[src/phymc_defs.svh]
`ifndef PHYMC_DEFS_SVH
`define PHYMC_DEFS_SVH

// register byte addresses on the avalon slave
`define PHYMC_ADDR_W            4
`define PHYMC_ADDR_MODE_CTRL    4'h0
`define PHYMC_ADDR_EXT_CTRL     4'h4
`define PHYMC_ADDR_STATUS       4'h8

// basic_mode_control field positions
`define PHYMC_BIT_SOFT_RESET    15
`define PHYMC_BIT_LOOPBACK      14
`define PHYMC_BIT_SPEED_LSB     13
`define PHYMC_BIT_NEG_ON        12
`define PHYMC_BIT_POWER_OFF     11
`define PHYMC_BIT_ISOLATE       10
`define PHYMC_BIT_NEG_RESTART   9
`define PHYMC_BIT_DUPLEX        8
`define PHYMC_BIT_COLL_CHECK    7
`define PHYMC_BIT_SPEED_MSB     6

`define PHYMC_MODE_CTRL_RESET   16'h1140
`define PHYMC_SPEED_MSB_VAL     1'h1
`define PHYMC_EXT_CTRL_RESET    16'h0000
`define PHYMC_SPEED_1000        2'h2
`define PHYMC_SPEED_RSVD        2'h3

// status register bit positions
`define PHYMC_ST_POWER_OFF      0
`define PHYMC_ST_NEG_DONE       1
`define PHYMC_ST_RESET_BUSY     2
`define PHYMC_ST_NEG_BUSY       3

// timing, clock 20 MHz
`define PHYMC_CLK_MHZ           64'd20
`define PHYMC_CNT_W             12
`define PHYMC_SOFT_RESET_NS     64'd1000
`define PHYMC_NEG_NS            64'd100000
`define PHYMC_RESET_CYC  12'((`PHYMC_SOFT_RESET_NS * `PHYMC_CLK_MHZ + 64'd999) / 64'd1000)
`define PHYMC_NEG_CYC    12'((`PHYMC_NEG_NS * `PHYMC_CLK_MHZ) / 64'd1000)

`endif

[src/phymc_pkg.sv]
`default_nettype none
package phymc_pkg;

    typedef enum logic [1:0]
    {
        SEQ_IDLE  = 2'h0,
        SEQ_RESET = 2'h1,
        SEQ_NEG   = 2'h2
    } phymc_seq_e;

    typedef struct packed
    {
        phymc_seq_e  st;
        logic [11:0] cnt;
        logic        reset_done;
        logic        neg_done;
    } phymc_seq_s;

    typedef struct packed
    {
        logic soft_reset;
        logic loopback;
        logic speed_lsb;
        logic negotiation_on;
        logic isolate;
        logic negotiation_restart;
        logic full_duplex;
        logic collision_signal_check;
    } phymc_ctl_s;

    typedef struct packed
    {
        phymc_ctl_s  ctl;
        logic [15:0] ext;
        logic        neg_complete;
        logic        kick;
        logic        pd_meta;
        logic        power_off_state;
        logic        ack;
        logic [31:0] rdata;
        logic        start_reset;
        logic        start_neg;
    } phymc_top_s;

endpackage
`default_nettype wire

[src/phymc_seq_if.sv]
`default_nettype none
interface phymc_seq_if;
    logic start_reset;
    logic start_neg;
    logic reset_busy;
    logic neg_busy;
    logic reset_done;
    logic neg_done;

    modport ctrl (output start_reset, output start_neg,
                  input reset_busy, input neg_busy, input reset_done, input neg_done);
    modport seq  (input start_reset, input start_neg,
                  output reset_busy, output neg_busy, output reset_done, output neg_done);
endinterface
`default_nettype wire

[src/phymc_ctrl.sv]
// Functional notes
// Writing one to bit 15 starts a soft reset and hardware clears the bit when it ends.
// The soft reset restores only the standard control register, not the extended one.
// Bit 14 loops MAC transmit data back to MAC receive while set.
// With negotiation off the rate is the code {bit 6, bit 13}: 10, 100, 1000, 3 reserved.
// Bit 6 is read-only and reads one, so the forced code defaults to 1000 Mbps.
// Bit 12 turns auto-negotiation on or off and resets to one.
// Bit 11 is read-only, resets to zero and shows the power-down state.
// Bit 10 isolates the MAC interface pins while set and resets to zero.
// Writing one to bit 9 restarts negotiation and hardware clears the bit when done.
// Bit 8 selects full duplex when one and half duplex when zero, resetting to one.
// Bit 7 enables the collision signal test while set and resets to zero.
// The control register resets to 1140h and bits 5 to 0 read zero.
// Writes to read-only or reserved bits are ignored and reads have no side effect.
`include "phymc_defs.svh"
`default_nettype none
module phymc_ctrl
(
    input  wire logic        clock,                  // 20 MHz clock
    input  wire logic        rst_n,                  // async reset, active low
    input  wire logic [3:0]  avs_address,            // byte address
    input  wire logic        avs_read,               // read request
    input  wire logic        avs_write,              // write request
    input  wire logic [31:0] avs_writedata,          // write data
    input  wire logic [3:0]  avs_byteenable,         // byte lanes
    output logic      [31:0] avs_readdata,           // read data
    output logic             avs_waitrequest,        // stall
    input  wire logic        power_down_pin,         // power-down state, async
    output logic             loopback_on,            // mac tx to mac rx loop
    output logic             isolate_on,             // mac pins isolated
    output logic             collision_signal_check, // collision test on
    output logic             negotiation_on,         // auto-negotiation enabled
    output logic             negotiation_restart,    // restart pending or running
    output logic             full_duplex,            // duplex mode
    output logic [1:0]       link_speed,             // 0:10 1:100 2:1000
    output logic             link_speed_valid,       // link_speed is usable
    output logic             phy_reset_active,       // soft reset in progress
    output logic             negotiation_busy,       // negotiation running
    output logic [15:0]      ext_control             // extended control bits
);
    import phymc_pkg::*;

    phymc_top_s  s;
    phymc_top_s  next_s;
    phymc_seq_if seq_bus ();

    logic        req;
    logic        do_write;
    logic [15:0] mode_word;
    logic [15:0] merged;
    logic [15:0] status_word;
    logic [15:0] ext_merged;

    phymc_seq u_seq
    (
        .clock (clock),
        .rst_n (rst_n),
        .port  (seq_bus.seq)
    );

    // a literal cannot be bit-selected, so the reset word gets a name
    localparam logic [15:0] MODE_RESET = `PHYMC_MODE_CTRL_RESET;

    function automatic phymc_ctl_s ctl_default();
        phymc_ctl_s c;
        c.soft_reset             = MODE_RESET[`PHYMC_BIT_SOFT_RESET];
        c.loopback               = MODE_RESET[`PHYMC_BIT_LOOPBACK];
        c.speed_lsb              = MODE_RESET[`PHYMC_BIT_SPEED_LSB];
        c.negotiation_on         = MODE_RESET[`PHYMC_BIT_NEG_ON];
        c.isolate                = MODE_RESET[`PHYMC_BIT_ISOLATE];
        c.negotiation_restart    = MODE_RESET[`PHYMC_BIT_NEG_RESTART];
        c.full_duplex            = MODE_RESET[`PHYMC_BIT_DUPLEX];
        c.collision_signal_check = MODE_RESET[`PHYMC_BIT_COLL_CHECK];
        return c;
    endfunction

    localparam phymc_ctl_s CTL_RESET = ctl_default();

    // merges the written bytes over the current word
    function automatic logic [15:0] byte_merge(input logic [15:0] cur,
                                               input logic [15:0] wd,
                                               input logic [1:0]  be);
        logic [15:0] r;
        r       = cur;
        if (be[0])
        begin
            r[7:0] = wd[7:0];
        end
        if (be[1])
        begin
            r[15:8] = wd[15:8];
        end
        return r;
    endfunction

    // read view of the control register
    always_comb
    begin
        mode_word                          = 16'h0000;
        mode_word[`PHYMC_BIT_SOFT_RESET]   = s.ctl.soft_reset;
        mode_word[`PHYMC_BIT_LOOPBACK]     = s.ctl.loopback;
        mode_word[`PHYMC_BIT_SPEED_LSB]    = s.ctl.speed_lsb;
        mode_word[`PHYMC_BIT_NEG_ON]       = s.ctl.negotiation_on;
        mode_word[`PHYMC_BIT_POWER_OFF]    = s.power_off_state;
        mode_word[`PHYMC_BIT_ISOLATE]      = s.ctl.isolate;
        mode_word[`PHYMC_BIT_NEG_RESTART]  = s.ctl.negotiation_restart;
        mode_word[`PHYMC_BIT_DUPLEX]       = s.ctl.full_duplex;
        mode_word[`PHYMC_BIT_COLL_CHECK]   = s.ctl.collision_signal_check;
        mode_word[`PHYMC_BIT_SPEED_MSB]    = `PHYMC_SPEED_MSB_VAL;
    end

    always_comb
    begin
        status_word                        = 16'h0000;
        status_word[`PHYMC_ST_POWER_OFF]   = s.power_off_state;
        status_word[`PHYMC_ST_NEG_DONE]    = s.neg_complete;
        status_word[`PHYMC_ST_RESET_BUSY]  = seq_bus.reset_busy;
        status_word[`PHYMC_ST_NEG_BUSY]    = seq_bus.neg_busy;
    end

    assign req        = avs_read | avs_write;
    // writes land on the edge where waitrequest is seen low
    assign do_write   = avs_write & s.ack;
    assign merged     = byte_merge(mode_word, avs_writedata[15:0], avs_byteenable[1:0]);
    assign ext_merged = byte_merge(s.ext, avs_writedata[15:0], avs_byteenable[1:0]);

    always_comb
    begin
        next_s             = s;
        next_s.start_reset = 1'b0;
        next_s.start_neg   = 1'b0;
        next_s.kick        = 1'b0;

        // two-stage synchroniser for the power-down pin
        next_s.pd_meta         = power_down_pin;
        next_s.power_off_state = s.pd_meta;

        // one wait cycle, then the answer
        next_s.ack = req & ~s.ack;

        // hardware clears first so a same-cycle write set wins
        if (seq_bus.reset_done)
        begin
            next_s.ctl.soft_reset = 1'b0;
            // a fresh negotiation follows the soft reset when negotiation is on
            if (s.ctl.negotiation_on)
            begin
                next_s.start_neg = 1'b1;
            end
        end
        if (seq_bus.neg_done)
        begin
            next_s.ctl.negotiation_restart = 1'b0;
            next_s.neg_complete            = 1'b1;
        end
        if (s.kick && s.ctl.negotiation_on)
        begin
            next_s.start_neg = 1'b1;
        end

        if (req && !s.ack && avs_read)
        begin
            case (avs_address)
                `PHYMC_ADDR_MODE_CTRL: next_s.rdata = {16'h0000, mode_word};
                `PHYMC_ADDR_EXT_CTRL:  next_s.rdata = {16'h0000, s.ext};
                `PHYMC_ADDR_STATUS:    next_s.rdata = {16'h0000, status_word};
                default:               next_s.rdata = 32'h0000_0000;
            endcase
        end

        if (do_write)
        begin
            case (avs_address)
                `PHYMC_ADDR_MODE_CTRL:
                begin
                    if (merged[`PHYMC_BIT_SOFT_RESET])
                    begin
                        // only the standard register returns to defaults
                        next_s.ctl             = ctl_default();
                        next_s.ctl.soft_reset  = 1'b1;
                        next_s.start_reset     = 1'b1;
                        next_s.start_neg       = 1'b0;
                        next_s.neg_complete    = 1'b0;
                    end
                    else
                    begin
                        // read-only and reserved bits are simply not stored
                        next_s.ctl.loopback    = merged[`PHYMC_BIT_LOOPBACK];
                        next_s.ctl.speed_lsb   = merged[`PHYMC_BIT_SPEED_LSB];
                        next_s.ctl.negotiation_on = merged[`PHYMC_BIT_NEG_ON];
                        next_s.ctl.isolate     = merged[`PHYMC_BIT_ISOLATE];
                        next_s.ctl.full_duplex = merged[`PHYMC_BIT_DUPLEX];
                        next_s.ctl.collision_signal_check =
                            merged[`PHYMC_BIT_COLL_CHECK];
                        // turning negotiation on starts one
                        if (merged[`PHYMC_BIT_NEG_ON] && !s.ctl.negotiation_on)
                        begin
                            next_s.kick         = 1'b1;
                            next_s.neg_complete = 1'b0;
                        end
                        if (!merged[`PHYMC_BIT_NEG_ON])
                        begin
                            next_s.neg_complete            = 1'b0;
                            next_s.ctl.negotiation_restart = 1'b0;
                        end
                        // zero written to bit 9 is ignored: hardware owns it
                        else if (avs_byteenable[1] &&
                                 avs_writedata[`PHYMC_BIT_NEG_RESTART])
                        begin
                            next_s.ctl.negotiation_restart = 1'b1;
                            next_s.start_neg               = 1'b1;
                            next_s.neg_complete            = 1'b0;
                        end
                    end
                end
                `PHYMC_ADDR_EXT_CTRL:
                begin
                    next_s.ext = ext_merged;
                end
                default:
                begin
                    next_s.ext = s.ext;
                end
            endcase
        end
    end

    always_ff @(posedge clock or negedge rst_n)
    begin
        if (!rst_n)
        begin
            // negotiation is on after reset, so run one right away
            s <= '{ctl:     CTL_RESET,
                   ext:     `PHYMC_EXT_CTRL_RESET,
                   kick:    1'b1,
                   default: '0};
        end
        else
        begin
            s <= next_s;
        end
    end

    assign seq_bus.start_reset = s.start_reset;
    assign seq_bus.start_neg   = s.start_neg;

    assign avs_waitrequest        = req & ~s.ack;
    assign avs_readdata           = s.rdata;
    assign loopback_on            = s.ctl.loopback;
    assign isolate_on             = s.ctl.isolate;
    assign collision_signal_check = s.ctl.collision_signal_check;
    assign negotiation_on         = s.ctl.negotiation_on;
    assign negotiation_restart    = s.ctl.negotiation_restart;
    assign full_duplex            = s.ctl.full_duplex;
    assign phy_reset_active       = s.ctl.soft_reset;
    assign negotiation_busy       = seq_bus.neg_busy;

    // negotiated rate is taken as the top rate; forced code otherwise
    always_comb
    begin
        if (s.ctl.negotiation_on)
        begin
            link_speed       = `PHYMC_SPEED_1000;
            link_speed_valid = s.neg_complete;
        end
        else
        begin
            link_speed       = {`PHYMC_SPEED_MSB_VAL, s.ctl.speed_lsb};
            link_speed_valid = (link_speed != `PHYMC_SPEED_RSVD) && !s.ctl.soft_reset;
        end
    end

    assign ext_control = s.ext;

endmodule
`default_nettype wire

[src/phymc_seq.sv]
`include "phymc_defs.svh"
`default_nettype none
module phymc_seq
(
    input  wire logic clock,  // 20 MHz clock
    input  wire logic rst_n,  // async reset, active low
    phymc_seq_if.seq  port    // start requests and progress
);
    import phymc_pkg::*;

    phymc_seq_s s;
    phymc_seq_s next_s;

    always_comb
    begin
        next_s            = s;
        next_s.reset_done = 1'b0;
        next_s.neg_done   = 1'b0;
        case (s.st)
            SEQ_IDLE:
            begin
                if (port.start_reset)
                begin
                    next_s.st  = SEQ_RESET;
                    next_s.cnt = `PHYMC_RESET_CYC - 12'h001;
                end
                else if (port.start_neg)
                begin
                    next_s.st  = SEQ_NEG;
                    next_s.cnt = `PHYMC_NEG_CYC - 12'h001;
                end
            end
            SEQ_RESET:
            begin
                if (s.cnt == 12'h000)
                begin
                    next_s.st         = SEQ_IDLE;
                    next_s.reset_done = 1'b1;
                end
                else
                begin
                    next_s.cnt = s.cnt - 12'h001;
                end
            end
            SEQ_NEG:
            begin
                // a soft reset aborts a running negotiation
                if (port.start_reset)
                begin
                    next_s.st  = SEQ_RESET;
                    next_s.cnt = `PHYMC_RESET_CYC - 12'h001;
                end
                else if (port.start_neg)
                begin
                    next_s.cnt = `PHYMC_NEG_CYC - 12'h001;
                end
                else if (s.cnt == 12'h000)
                begin
                    next_s.st       = SEQ_IDLE;
                    next_s.neg_done = 1'b1;
                end
                else
                begin
                    next_s.cnt = s.cnt - 12'h001;
                end
            end
            default:
            begin
                next_s.st = SEQ_IDLE;
            end
        endcase
    end

    always_ff @(posedge clock or negedge rst_n)
    begin
        if (!rst_n)
        begin
            s <= '{st: SEQ_IDLE, cnt: 12'h000, reset_done: 1'b0, neg_done: 1'b0};
        end
        else
        begin
            s <= next_s;
        end
    end

    assign port.reset_busy = (s.st == SEQ_RESET);
    assign port.neg_busy   = (s.st == SEQ_NEG);
    assign port.reset_done = s.reset_done;
    assign port.neg_done   = s.neg_done;

endmodule
`default_nettype wire

[config.mk]
export PLATFORM = sky130hd
export DESIGN_NAME = phymc_ctrl
export DESIGN_NICKNAME = d
export VERILOG_FILES = /design/src/phymc_pkg.sv /design/src/phymc_seq_if.sv /design/src/phymc_ctrl.sv /design/src/phymc_seq.sv
export VERILOG_INCLUDE_DIRS = /design/src
export SDC_FILE = /design/constraint.sdc
export NUM_CORES = 1
export LEC_CHECK = 0
export BUFFER_PORTS_ARGS = -buffer_cell sky130_fd_sc_hd__buf_2
export CORE_MARGIN = 3
export CORE_UTILIZATION = 25
export CTS_CLUSTER_DIAMETER = 200
export CTS_CLUSTER_SIZE = 30
export DETAILED_ROUTE_END_ITERATION = 10
export GPL_TIMING_DRIVEN = 0
export SLEW_MARGIN = 40
export SYNTH_ARGS = -nofsm -noshare
export SYNTH_HDL_FRONTEND = slang
export SYNTH_SLANG_ARGS = --single-unit
[constraint.sdc]
create_clock -name clock -period 5.33 [get_ports clock]
set_clock_uncertainty 0.15 [all_clocks]
set_input_delay 0.533 -clock clock [delete_from_list [all_inputs] [get_ports clock]]
set_output_delay 0.533 -clock clock [all_outputs]
set_load 0.01 [all_outputs]
Word-level counts from Yosys, hierarchy flattened
Cells that the tools add are included.
{"block": "word_totals", "inputBits": 45, "wordCells": 102, "output_inout_bits": 60, "register_bits": 79}
{"block": "classes", "reduce_logical": 22, "n_addsub": 1, "eq_ne": 6, "n_mux": 46, "bitwise": 5}
{"cell": "16-bit one-hot mux with 3 select lines", "n": 1}
{"cell": "14-bit 2-to-1 mux", "n": 3}
{"cell": "8-bit 2-to-1 mux", "n": 5}
{"cell": "12-bit one-hot mux with 3 select lines", "n": 1}
{"cell": "26-bit 2-to-1 mux", "n": 1}
{"cell": "1-bit 2-to-1 mux", "n": 24}
{"cell": "12-bit 2-to-1 mux", "n": 2}
{"cell": "16-bit 2-to-1 mux", "n": 1}
{"cell": "12-bit zero test", "n": 1}
{"cell": "2-bit 2-to-1 mux", "n": 6}
{"cell": "3-bit AND reduction", "n": 4}
{"cell": "12-bit by 1-bit subtractor with 12-bit output (second input constant)", "n": 1}
{"cell": "7-bit 2-to-1 mux", "n": 1}
{"cell": "1-bit logical AND", "n": 6}
{"cell": "3-bit != test (second input constant)", "n": 2}
{"cell": "2-bit one-hot mux with 3 select lines", "n": 1}
{"cell": "2-bit AND reduction", "n": 3}
{"cell": "4-bit by 3-bit == test with 1-bit output (second input constant)", "n": 1}
{"cell": "4-bit == test (second input constant)", "n": 1}
{"cell": "4-bit zero test", "n": 1}
{"cell": "2-bit nonzero test", "n": 2}
{"cell": "1-bit zero test", "n": 3}
{"cell": "3-bit nonzero test", "n": 1}
{"cell": "1-bit AND", "n": 2}
{"cell": "5 further kinds", "n": 6}

Longest topological paths before layout
{"block": "depth", "word_depth": 8, "mapped_depth": 8, "mapped_depth_nobuf": 6}

Hierarchy
Synthesis repeated with hierarchy kept, for this count alone.
{"block": "hier_totals", "cells_unflattened": 347, "area_unflattened_um2": 3513.4}
{"module": "phymc_ctrl", "area_each_um2": 2416.1, "instances": 1, "seq_area_each_um2": 1179.9, "cells_per_inst": 220}
{"module": "phymc_seq", "area_each_um2": 1097.3, "instances": 1, "seq_area_each_um2": 400.4, "cells_per_inst": 127}

Worst setup path after synthesis
Ideal clock, no wire load.
{"block": "synth_timing", "path_type": "register to register", "from": "register u_seq.s[2] (netlist bit)", "to": "register u_seq.s[3] (netlist bit)", "path_buffers": 1, "required_ns": 5.060, "arrival_time_ns": 1.947, "slack_ns": 3.113, "setup_time_ns": 0.120, "period_less_slack_ns": 2.217, "path_stages_with_launch": 8, "cell_sequence": "dfrtp_1 -> inv_1 -> ha_1 -> or4b_2 -> buf_2 -> nor3_4 -> a31oi_1 -> o22a_2"}
{"block": "synth_via", "elab_chain_cells": 5, "word_cells_on_any_way": 6, "classes_between": "1 x add/sub; 4 x mux; 1 x reduce/logical"}
{"item": "start, declared", "line": "phymc_seq.sv:11", "text": "phymc_seq_s s;"}
{"item": "start signal, assigned", "line": "phymc_seq.sv:78", "text": "s <= '{st: SEQ_IDLE, cnt: 12'h000, reset_done: 1'b0, neg_done: 1'b0};"}
{"item": "start signal, assigned", "line": "phymc_seq.sv:82", "text": "s <= next_s;"}
{"item": "12-bit by 1-bit subtractor with 12-bit output / 12-bit zero test (equally long branches)"}
{"item": "12-bit 2-to-1 mux *", "line": "phymc_seq.sv:35, phymc_seq.sv:57"}
{"item": "12-bit 2-to-1 mux", "line": "phymc_seq.sv:53", "text": "else if (port.start_neg)"}
{"item": "14-bit 2-to-1 mux", "line": "phymc_seq.sv:48", "text": "if (port.start_reset)"}
{"item": "12-bit one-hot mux with 3 select lines *", "line": "phymc_seq.sv:19", "text": "case (s.st)"}
Every way passes the cells marked *; elsewhere a longest branch is shown, timed or not.
A chain may end at the register's enable or synchronous reset.

Final worst setup path
{"block": "layout_timing", "from": "register u_seq.s[14] (netlist bit)", "to": "register u_seq.s[8] (netlist bit)"}
{"block": "layout_via", "elab_chain_cells": 3, "word_cells_on_any_way": 7, "classes_between": "3 x eq/ne; 1 x mux; 3 x reduce/logical"}
{"item": "2-bit by 1-bit == test with 1-bit output (tied with other cells)", "line": "phymc_seq.sv:19"}
{"item": "3-bit nonzero test (no line) / 3-bit != test (equally long branches)"}
{"item": "2-bit AND reduction (no line)"}
Parallel ways exist; a longest one is shown, timed or not.

==> metrics.yaml <==
status: "finished, final reports clean"
design_area_sq_um: 4480
max-slew-margin-rel_pct: 49.0
grt_pass1_vias: 2747
antenna_left: 0
leakagePower_nw: 2.20
viasPerCell: 4.59
cts_resized: 0
max_freq_ghz: 0.399
grt_max_degree: 39
power.density_nw_per_um2: 357
yosys_warnings: 0
clk_pin_slew_worst_paths_ps: 60
dpl-instance-area_sq_um: 4150
clock-sinks: 63
ios: 105
antennaDiodeCount: 0
tightest_slew_ps: 763
timing.final.ws_setup_ps: 2830
async_flop_share_pct: 100
die-area_sq_um: 15500
dp_hpwl_mm: 6.31
numCtsBuffers: 9
crit_fanout: 10
ys_ff_latch: 63
tritoncts: "yes"
io_buffers: 67
gp_congestion: 0.780
layout.nets: 483
initial_utilization_pct: 26.0
hold_class: "input pin to register"
ir_worst_vdd_v: 0.000154
wl_per_cell_um: 13.5
final_cells: 614
drtIter0Drc: 150
synth_top_flop_cell: "dfrtp_1"
end_kind: "register"
first_pass_iters: 4
cp.required_ps: 5430
crit_path_start_kind: "register"
antenna_found_initial: 0
ys_types: 58
clock_path_buffers: 2
drc: 0
fin_tns_setup_ps: 0
final_layout_size_suffix_gt1_share_pct: 38.4
fin_crit_ps: 2500
grt_pass1_wl_mm: 13.7
final_hold_viol_count: 0
syn_area_sq_um: 3500
period_share_pct: 47.0
finalMaxSlewViolations: 0
htreeDepth: 3
core-area_sq_um: 13500
syn2layout_area_growth_pct: 28.0
routed_wl_mm: 8.26
row_count: 42
place_ws_ps: 2880
chipWidth_um: 124
path_class: "register to register"
setup_viol: 0
vias: 2816
clk_latency_ps: 330
grt_usage_pct: 10.7
clockRootBuffer: "clkbuf_16"
avgSynthCellArea_sq_um: 10.4
grt_overflow_total: 0
rsz0062_at_grt: "false"
chipHeight_um: 124
ys_seq_area_share_pct: 45.1
arrival_ps: 2600
dp.cells: 597
synth_edf_count: 0
synth_cells: 338
max-cap-violations: 0
[critical path: stages, from the launching register on]
cell	delay [ps]
dfrtp_1	390
inv_1	100
ha_1	190
buf_2	210
mux2i_1	150
a31oi_1	460
clkbuf_1	400
o21ai_0	170
a21oi_1	180
[where the power goes]
group,internal [mW],switching [mW],total [mW]
clock,0.434,0.208,0.642
sequential,0.538,0.0614,0.599
combinational,0.167,0.190,0.357
total,1.14,0.459,1.60
[what timing repair did]
| item | CTS | global route |
|---|---|---|
| endpoints found under the hold margin | 23 | 0 |
| buffers inserted | 0 | 0 |
| hold buffers | 1 | 0 |
[placed cells by master (no fill, tap or decap), types with 7 or more instances in the layout]
master     count
buf_2         70
dfrtp_1       60
buf_4         50
nand2_1       26
mux2_2        17
conb_1        17
inv_1         14
o21ai_0       14
a22o_1        13
clkbuf_1      12
mux2i_1       12
a21oi_1       11
o31ai_1       11
clkbuf_16      9
nor2_1         7
nor3_1         7
[Yosys cell counts (all sizes together), types with 2 or more instances]
master	number	area, sq um
nand2b	2	12.5
o21ai	14	70.1
a22o	13	114
dfrtp	60	1500
o32ai	2	17.5
clkbuf	10	37.5
o22a	2	18.8
or3	2	12.5
nor4	5	31.3
a211oi	2	15.0
mux2i	12	120
mux2	17	191
nor4b	4	41.3
dfstp	3	78.8
a2bb2oi	2	17.5
nor2	7	26.3
a31oi	3	18.8
or3b	2	17.5
conb	2	7.51
o32a	2	20.0
nor2b	6	37.5
o31ai	11	82.6
a21o	2	15.0
nor3	9	61.3
buf	53	388
and2	3	18.8
inv	14	52.6
a21oi	11	55.1
or4	3	30.0
o21a	2	15.0
o22ai	3	18.8
ha	5	62.6
nand3	3	15.0
nor3b	4	30.0
nand2	26	97.6
[sequential cells by signal (all words and copies together), names as in the netlist, 2 cells and up]
register and cells:
s 3, mode_word 2, avs_readdata 16, u_seq.s 14, ext_control 16
[area by class of cell]
cell class	count	area, sq um
Inverter	14	52.6
Tap cell	176	220
Sequential cell	63	1580
Timing Repair Buffer	69	368
Buffer	63	425
Clock buffer	13	260
Multi-Input combinational cell	213	1510
Clock inverter	3	65.1
Fill cell	1392	8970
[final timing paths]
path,startpoint,end,slack (ps),depth (start not counted)
max in group asynchronous,rst_n,s[37],3950,3
worst min-delay path,power_down_pin,next_s[35],170,1
min in group asynchronous,rst_n,avs_readdata[6],510,2
worst max register to register,u_seq.s[14],u_seq.s[8],2830,8
worst min register to register,next_s[35],mode_word[11],210,0
worst max-delay path,u_seq.s[14],u_seq.s[8],2830,8
[through the flow]
| stage | power (mW) | utilization (%) | hold slack [ps] |
|---|---|---|---|
| 2_1_floorplan | 0.843 | - | 87.4 |
| 3_3_place_gp | 0.949 | 30.6 | 195 |
| 3_5_place_dp | 0.961 | 30.8 | 195 |
| 4_1_cts | 1.61 | 33.3 | 159 |
| 5_1_grt | 1.68 | 33.3 | 168 |
| 6_report | 1.60 | 33.3 | 170 |
[metal layers]
| metal | part of all wire (%) | global-route usage (%) | up-vias |
|---|---|---|---|
| li1 | - | - | 1352 |
| met1 | 44 | 13.0 | 1389 |
| met2 | 50 | 17.7 | 63 |
| met3 | 4.8 | 2.83 | 12 |
| met4 | 1.7 | 4.90 | 0 |
| met5 | 0 | 0 | - |
[cell families (layout without fill, tap and decap cells)]
kind of cell,after synthesis,count (layout),synth area share [%]
buf+inv,77,162,13.7
fa+ha+maj,5,5,1.79
other cells,2,17,0.215
compound gates,79,79,16.4
simple gates,83,83,13.9
flops,63,63,45.1
mux,29,29,8.90
No activity file was read; power rests on OpenSTA's default activity.
